File: config.mk
export PLATFORM = sky130hd
export DESIGN_NAME = cpsc_ctl
export DESIGN_NICKNAME = d
export VERILOG_FILES = /design/src/cpsc_pkg.sv /design/src/cpsc_ctl.sv
export SDC_FILE = /design/constraint.sdc
export NUM_CORES = 1
export LEC_CHECK = 0
export BUFFER_PORTS_ARGS = -buffer_cell sky130_fd_sc_hd__buf_2
export CAP_MARGIN = 20
export CORE_ASPECT_RATIO = 0.7
export CORE_UTILIZATION = 35
export CTS_BUF_LIST = sky130_fd_sc_hd__clkbuf_4 sky130_fd_sc_hd__clkbuf_8
export DETAILED_ROUTE_END_ITERATION = 6
export GPL_ROUTABILITY_DRIVEN = 0
export GPL_TIMING_DRIVEN = 1
export PLACE_DENSITY_LB_ADDON = 0.2
export SLEW_MARGIN = 0
export SYNTH_ARGS = -nofsm -noshare
export SYNTH_HDL_FRONTEND = slang
export SYNTH_SLANG_ARGS = --single-unit
File: constraint.sdc
create_clock -name clock_i -period 1.7 [get_ports clock_i]
set_input_delay 0.085 -clock clock_i [delete_from_list [all_inputs] [get_ports clock_i]]
set_output_delay 0.085 -clock clock_i [all_outputs]
set_load 0.005 [all_outputs]
File: src/cpsc_pkg.sv
// Package for the card power switch control block.
// Assumes APB byte addressing; each register sits in one aligned word.
package cpsc_pkg;
   // Address width and register indices; byte address is four times the index.
   localparam int unsigned ADDR_W   = 14;
   localparam int unsigned IDX_W    = 12;
   localparam logic [11:0] IDX_FIX_A = 12'h80E;
   localparam logic [11:0] IDX_FIX_B = 12'h80F;
   localparam logic [11:0] IDX_VAR   = 12'h811;
   localparam logic [11:0] IDX_IO    = 12'h812;
   localparam logic [11:0] IDX_PULL  = 12'h813;
   localparam logic [11:0] IDX_SENSE = 12'h814;
   localparam logic [11:0] IDX_ARM   = 12'h815;
   // Field positions of the control registers.
   localparam int unsigned FSEL_BIT = 5;
   localparam int unsigned EN_BIT   = 4;
   localparam int unsigned MODE_MSB = 3;
   localparam int unsigned VSEL_BIT = 6;
   localparam int unsigned TUNE_BIT = 5;
   localparam int unsigned HI_LSB   = 4;
   // Reset values.
   localparam logic [7:0] FIX_RST  = 8'h20;
   localparam logic [7:0] VAR_RST  = 8'h00;
   localparam logic [3:0] MODE_RST = 4'h0;
   // Number of channels: two fixed switches and one regulator.
   localparam int unsigned NCH = 3;
   localparam int unsigned VCH = 2;
endpackage

File: src/cpsc_ctl.sv
// Card power switch control: two fixed switch channels and one regulator
// channel, each sharing a pad with an I/O that doubles as a supply sense input.
// Assumes a single 40 MHz clock, an APB master and asynchronous sense pins.
//
// Contract
// - Fixed switch registers reset to 0x20.
// - Card-power mode forces the pin input-only.
// - Pin input follows switch on or off.
// - No pull unless firmware enables one.
// - Bit 5 picks I/O or card-power function.
// - Bit 4 switches supply; forced zero in I/O.
// - Bits 3:0 current setting, default 200 mA.
// - Three registers map to sense pins 8-10.
// - Falling sense pin raises the short flag.
// - Regulator register resets to 0x00.
// - Regulator pin input follows regulator on.
// - Bit 6 selects 3.0V or 1.8V.
// - Regulator on disables the pin output.
// - Third pin senses the adjustable supply.
`timescale 1ns/1ps
`default_nettype none
module cpsc_ctl
   import cpsc_pkg::*;
(
   // Clock and reset.
   input  wire logic              clock_i,
   input  wire logic              rst_i,
   // APB slave.
   input  wire logic              psel_i,
   input  wire logic              penable_i,
   input  wire logic              pwrite_i,
   input  wire logic [ADDR_W-1:0] paddr_i,
   input  wire logic [31:0]       pwdata_i,
   output logic      [31:0]       prdata_o,
   output logic                   pready_o,
   output logic                   pslverr_o,
   // Shared pads, index 0..2 for I/O 8, 9 and 10.
   input  wire logic [NCH-1:0]    sense_pin_i,
   output logic      [NCH-1:0]    pin_out_o,
   output logic      [NCH-1:0]    pin_out_en_n_o,
   output logic      [NCH-1:0]    pin_in_en_o,
   output logic      [NCH-1:0]    pull_up_o,
   output logic      [NCH-1:0]    pull_down_o,
   // Supply controls.
   output logic      [NCH-1:0]    supply_switch_on_o,
   output logic      [NCH-2:0]    card_supply_mode_o,
   output logic      [3:0]        current_setting_a_o,
   output logic      [3:0]        current_setting_b_o,
   output logic                   volt_1v8_o,
   output logic                   pad_tune_o,
   output logic      [NCH-1:0]    short_flag_o
);

   // Next fixed register fields {select, enable, setting}; enable only sticks
   // in card-power mode, so clearing the select also drops the supply.
   function automatic logic [5:0] fix_wr(input logic [7:0] d);
      fix_wr = {d[FSEL_BIT], d[FSEL_BIT] & d[EN_BIT], d[MODE_MSB:0]};
   endfunction

   // Read view of a fixed switch register; bits 7:6 read as zero.
   function automatic logic [7:0] fix_rd(input logic [5:0] f);
      fix_rd = {2'h0, f};
   endfunction

   // Register state.
   logic [5:0]     fix_a_r, fix_a_nxt;
   logic [5:0]     fix_b_r, fix_b_nxt;
   logic           vsel_r, vsel_nxt;
   logic           tune_r, tune_nxt;
   logic           ven_r, ven_nxt;
   logic [NCH-1:0] io_oe_r, io_oe_nxt;
   logic [NCH-1:0] io_val_r, io_val_nxt;
   logic [NCH-1:0] pu_r, pu_nxt;
   logic [NCH-1:0] pd_r, pd_nxt;
   logic [NCH-1:0] arm_r, arm_nxt;
   logic [NCH-1:0] flag_r, flag_nxt;
   logic [31:0]    rdata_r, rdata_nxt;
   logic           ready_r, ready_nxt;
   logic           err_r, err_nxt;

   // Sense pin synchroniser and the settled level.
   logic [NCH-1:0] s1_r, s2_r, s3_r;
   logic [NCH-1:0] lvl_r, lvl_nxt;
   logic [NCH-1:0] fall;

   // Pad outputs, registered so every port comes from a flip-flop.
   logic [NCH-1:0] pout_r, pout_nxt;
   logic [NCH-1:0] poen_n_r, poen_n_nxt;
   logic [NCH-1:0] pin_r, pin_nxt;
   logic [NCH-1:0] pup_r, pup_nxt;
   logic [NCH-1:0] pdn_r, pdn_nxt;

   logic [IDX_W-1:0] idx;
   logic             setup;
   logic             wr;
   logic [NCH-1:0]   mode;
   logic [NCH-1:0]   on;

   assign idx   = paddr_i[ADDR_W-1:2];
   assign setup = psel_i & ~penable_i;
   assign wr    = psel_i & penable_i & ready_r & pwrite_i;
   assign mode  = {1'b1, fix_b_r[5], fix_a_r[5]};
   assign on    = {ven_r, fix_b_r[4], fix_a_r[4]};

   // Register writes land at the access edge on which pready is seen high.
   always_comb
   begin
      fix_a_nxt  = fix_a_r;
      fix_b_nxt  = fix_b_r;
      vsel_nxt   = vsel_r;
      tune_nxt   = tune_r;
      ven_nxt    = ven_r;
      io_oe_nxt  = io_oe_r;
      io_val_nxt = io_val_r;
      pu_nxt     = pu_r;
      pd_nxt     = pd_r;
      arm_nxt    = arm_r;
      flag_nxt   = flag_r;
      if (wr)
      begin
         unique case (idx)
            IDX_FIX_A: fix_a_nxt = fix_wr(pwdata_i[7:0]);
            IDX_FIX_B: fix_b_nxt = fix_wr(pwdata_i[7:0]);
            IDX_VAR:
            begin
               vsel_nxt = pwdata_i[VSEL_BIT];
               tune_nxt = pwdata_i[TUNE_BIT];
               ven_nxt  = pwdata_i[EN_BIT];
            end
            IDX_IO:
            begin
               io_oe_nxt  = pwdata_i[NCH-1:0];
               io_val_nxt = pwdata_i[HI_LSB+NCH-1:HI_LSB];
            end
            IDX_PULL:
            begin
               pu_nxt = pwdata_i[NCH-1:0];
               pd_nxt = pwdata_i[HI_LSB+NCH-1:HI_LSB];
            end
            IDX_SENSE: flag_nxt = flag_r & ~pwdata_i[HI_LSB+NCH-1:HI_LSB];
            IDX_ARM:   arm_nxt  = pwdata_i[NCH-1:0];
            default:   flag_nxt = flag_r;
         endcase
      end
      // A falling edge in the clearing cycle still sets its flag.
      flag_nxt = flag_nxt | (fall & arm_r);
   end

   always_ff @(posedge clock_i or posedge rst_i)
   begin
      if (rst_i)
      begin
         fix_a_r  <= FIX_RST[5:0];
         fix_b_r  <= FIX_RST[5:0];
         vsel_r   <= VAR_RST[VSEL_BIT];
         tune_r   <= VAR_RST[TUNE_BIT];
         ven_r    <= VAR_RST[EN_BIT];
         io_oe_r  <= '0;
         io_val_r <= '0;
         pu_r     <= '0;
         pd_r     <= '0;
         arm_r    <= '0;
         flag_r   <= '0;
      end
      else
      begin
         fix_a_r  <= fix_a_nxt;
         fix_b_r  <= fix_b_nxt;
         vsel_r   <= vsel_nxt;
         tune_r   <= tune_nxt;
         ven_r    <= ven_nxt;
         io_oe_r  <= io_oe_nxt;
         io_val_r <= io_val_nxt;
         pu_r     <= pu_nxt;
         pd_r     <= pd_nxt;
         arm_r    <= arm_nxt;
         flag_r   <= flag_nxt;
      end
   end

   // Read data and the answer are prepared in the setup cycle, so pready is
   // high in the first access cycle; the slave never inserts wait states.
   always_comb
   begin
      rdata_nxt = '0;
      err_nxt   = 1'b0;
      ready_nxt = setup;
      if (setup)
      begin
         unique case (idx)
            IDX_FIX_A: rdata_nxt[7:0] = fix_rd(fix_a_r);
            IDX_FIX_B: rdata_nxt[7:0] = fix_rd(fix_b_r);
            IDX_VAR:
            begin
               rdata_nxt[VSEL_BIT] = vsel_r;
               rdata_nxt[TUNE_BIT] = tune_r;
               rdata_nxt[EN_BIT]   = ven_r;
            end
            IDX_IO:    rdata_nxt[7:0] = {1'b0, io_val_r, 1'b0, io_oe_r};
            IDX_PULL:  rdata_nxt[7:0] = {1'b0, pd_r, 1'b0, pu_r};
            IDX_SENSE: rdata_nxt[7:0] = {1'b0, flag_r, 1'b0, lvl_r};
            IDX_ARM:   rdata_nxt[NCH-1:0] = arm_r;
            default:   err_nxt = 1'b1;
         endcase
      end
   end

   always_ff @(posedge clock_i or posedge rst_i)
   begin
      if (rst_i)
      begin
         rdata_r <= '0;
         ready_r <= 1'b0;
         err_r   <= 1'b0;
      end
      else
      begin
         rdata_r <= rdata_nxt;
         ready_r <= ready_nxt;
         err_r   <= err_nxt;
      end
   end

   // Sense pins pass three flops; a level counts once stages two and three
   // agree, which also rejects a single-cycle glitch.
   always_comb
   begin
      lvl_nxt = lvl_r;
      fall    = '0;
      for (int i = 0; i < NCH; i++)
      begin
         if (s2_r[i] == s3_r[i])
         begin
            lvl_nxt[i] = s3_r[i];
            fall[i]    = lvl_r[i] & ~s3_r[i] & pin_r[i];
         end
      end
   end

   always_ff @(posedge clock_i or posedge rst_i)
   begin
      if (rst_i)
      begin
         s1_r  <= '0;
         s2_r  <= '0;
         s3_r  <= '0;
         lvl_r <= '0;
      end
      else
      begin
         s1_r  <= sense_pin_i;
         s2_r  <= s1_r;
         s3_r  <= s2_r;
         lvl_r <= lvl_nxt;
      end
   end

   // Pad control: card-power mode makes the pin an input only, opened while
   // the supply is on; I/O mode hands the pad to firmware.
   always_comb
   begin
      for (int i = 0; i < NCH; i++)
      begin
         pout_nxt[i]   = io_val_r[i];
         poen_n_nxt[i] = ~(io_oe_r[i] & ~mode[i]);
         pin_nxt[i]    = mode[i] ? on[i] : 1'b1;
         pup_nxt[i]    = pu_r[i];
         pdn_nxt[i]    = pd_r[i];
      end
      // The regulator pin may drive only while the regulator is off.
      poen_n_nxt[VCH] = ~(io_oe_r[VCH] & ~ven_r);
      pin_nxt[VCH]    = ven_r;
   end

   always_ff @(posedge clock_i or posedge rst_i)
   begin
      if (rst_i)
      begin
         pout_r   <= '0;
         poen_n_r <= '1;
         pin_r    <= '0;
         pup_r    <= '0;
         pdn_r    <= '0;
      end
      else
      begin
         pout_r   <= pout_nxt;
         poen_n_r <= poen_n_nxt;
         pin_r    <= pin_nxt;
         pup_r    <= pup_nxt;
         pdn_r    <= pdn_nxt;
      end
   end

   // Outputs straight from flip-flops.
   assign prdata_o            = rdata_r;
   assign pready_o            = ready_r;
   assign pslverr_o           = err_r;
   assign pin_out_o           = pout_r;
   assign pin_out_en_n_o      = poen_n_r;
   assign pin_in_en_o         = pin_r;
   assign pull_up_o           = pup_r;
   assign pull_down_o         = pdn_r;
   assign supply_switch_on_o  = {ven_r, fix_b_r[EN_BIT], fix_a_r[EN_BIT]};
   assign card_supply_mode_o  = {fix_b_r[FSEL_BIT], fix_a_r[FSEL_BIT]};
   assign current_setting_a_o = fix_a_r[MODE_MSB:0];
   assign current_setting_b_o = fix_b_r[MODE_MSB:0];
   assign volt_1v8_o          = vsel_r;
   assign pad_tune_o          = tune_r;
   assign short_flag_o        = flag_r;

endmodule
`default_nettype wire

==> results.yml <==
finish:
  num-nets-final: 390
  design_area_um2: 3790
  layout-drive-gt1-share: 0.468
  layout_commonest_cell: "buf_2"
  area_growth_pct: 25.1
  fin_util: 0.468
  most-common-layout-cells: "68 x buf_2, 64 x dfrtp_1, 34 x mux2_2"
  largest_reg_flops: 7
  nFillCells: 739
  insertedDiodeCount: 0
global_route:
  use_met1: 0.268
  grt_first_pass_wirelength_um: 11700
  overflow: 0
  busiest_layer: "met1"
  globalRouteMet3Util: 0.0638
  antenna_found_initial: 0
  grt_max_degree: 70
  grtUsageMet2: 0.235
  grt_pass1_vias: 2133
  track_usage: 0.180
sta:
  finalMaxSlewViolations: 0
  fin_crit_sh: 0.926
  min_period_ns: 1.57
  fin_skew_ns: 0.0111
  setup_viol_count_final: 0
  max_freq_mhz: 635
  rsz0062_at_grt: "false"
  hold_viol: 0
critical_path:
  regToRegStartpoint: "pready_o"
  r2r_slack_ns: 0.13
  cp-end-kind: "register"
  reg2reg_to: "fix_a_r[1]"
  critPathKind: "register to register"
  cp.arrival_ns: 1.80
  crit_path_max_fanout: 6
  cp-start-kind: "register"
  reg2reg_depth: 3
  required_ns: 1.92
route:
  wire_per_inst_um: 16.9
  vias: 2141
  drt-vias-per-instance: 4.85
  drtPass1Iterations: 4
  drc: 0
  ant_nets: 0
  drt_iter0_markers: 104
  wirelength_um: 7440
cts:
  cts_buffer_depth: 2
  cts_buffers: 9
  cts_tree: "yes"
  clock_latency_ns: 0.35
  cts_resized: 0
  cts_setup_buffers: 0
  clock_sinks: 69
  htreeDepth: 3
  cts_root_buf: "clkbuf_8"
  holdBufCountCts: 5
  clkTransAtPathRegs_ns: 0.07
pwr:
  combPwrFrac: 0.067
  pwr-share-seq: 0.549
  leakage_nw: 1.88
  power_density_nw_per_um2: 805
  ir_drop_mv: 0.413
  power.switching_mw: 0.736
  cell_internal_pwr_mw: 2.32
  switching_share: 0.241
  clockPowerShare: 0.384
floorplan:
  core_um2: 8110
  initial_utilization: 0.374
  fp.dieW_um: 113
  die-height_um: 79.9
  rows: 27
  io_pins: 121
  die_area_um2: 9040
logic_synthesis:
  synth-seq-cells: 69
  synth_edf_count: 0
  avgSynthCellArea_um2: 12.9
  synth_ff_type: "dfrtp_1"
  netlist_instances: 235
  async_reset_ff_frac: 1.00
  yosysUniqueCellTypes: 44
  syn_area_um2: 3030
  synth_warnings: 0
  yosysSeqAreaShare: 0.572
job:
  maxCapViolations: 0
min_path:
  hp-start: "pwdata_i[6]"
  hp-class: "input pin to register"
  hold_depth: 2
  whs_endpoint: "pd_r[2]"
place:
  port_buffers: 68
  placed_cell_area_um2: 3570
  hpwl_um: 5470
outcome:
  status: "completed"
==> cell usage after synthesis (3+ instances only) <==
cell / number / area share
nand2_1: 11 / 0.014
o21ai_0: 3 / 0.0050
buf_4: 26 / 0.064
nand3b_1: 5 / 0.012
inv_1: 3 / 0.0037
mux2_2: 34 / 0.13
o31ai_1: 3 / 0.0074
a22oi_1: 5 / 0.012
mux2i_1: 5 / 0.017
clkbuf_1: 4 / 0.0050
nand4_1: 3 / 0.0062
and2_1: 4 / 0.0083
o22ai_1: 3 / 0.0062
dfstp_2: 5 / 0.043
nand3_1: 7 / 0.012
dfrtp_1: 64 / 0.53
nor2_1: 3 / 0.0037
nor3_1: 3 / 0.0050
nand2b_1: 6 / 0.012
maj3_1: 3 / 0.0099
==> per-stage QoR <==
stage	setup TNS [ns]	hold slack, ns	cells	power, mW	worst slack (ns)
detailed placement	-0.490	0.195	421	1.90	-0.117
global placement	-0.432	0.193	421	1.90	-0.0850
global route	0	0.0345	441	3.20	0.0499
finish	0	0.0416	441	3.05	0.125
CTS	0	0.0252	441	3.09	0.119
floorplan	0	0.116	259	1.84	0.192
==> kinds of logic after synthesis <==
kind of cell / count (synthesis) / share of synthesized area
other cells: 1 / 0.00124
mux: 39 / 0.143
simple gates: 64 / 0.142
flops: 69 / 0.572
compound gates: 24 / 0.0557
buf+inv: 35 / 0.0764
fa+ha+maj: 3 / 0.00991
==> layer usage <==
metal / vias to the layer above / wire length, um
li1: 993 / -
met2: 78 / 2960
met4: 0 / 79
met1: 1062 / 3920
met3: 8 / 475
met5: - / 0
==> power groups by stage <==
stage          Sequential (mW)  Combinational (mW)  Clock, mW
6_report                  1.68               0.206       1.17
5_1_grt                   1.68               0.230       1.29
4_1_cts                   1.68               0.207       1.21
3_5_place_dp              1.71               0.197          0
3_3_place_gp              1.71               0.196          0
2_1_floorplan             1.70               0.132          0
==> final cells by class <==
class | count | area, um2 | area share
Sequential cell | 69 | 1730 | 0.457
Multi-Input combinational cell | 155 | 1160 | 0.305
Timing Repair Buffer | 98 | 591 | 0.156
Clock buffer | 11 | 145 | 0.0383
Tap cell | 101 | 126 | 0.0333
Clock inverter | 4 | 25.0 | 0.00660
Inverter | 3 | 15.0 | 0.00396
==> critical path, cell delays in order (launching register included) <==
cell and delay, ns:
dfrtp_1 0.36, and4_1 0.41, nand4_2 0.33, mux2_2 0.36
==> worst max path at each step <==
stage	to	start	slack [ns]
finish	fix_a_r[1]	pready_o	0.13
global route	fix_a_r[1]	pready_o	0.05
CTS	fix_a_r[1]	pready_o	0.12
detailed placement	arm_r[1]	paddr_i[11]	-0.12
global placement	arm_r[0]	paddr_i[11]	-0.09
floorplan	arm_r[0]	paddr_i[11]	0.19
Note: power is estimated with default switching activity, not from simulation.
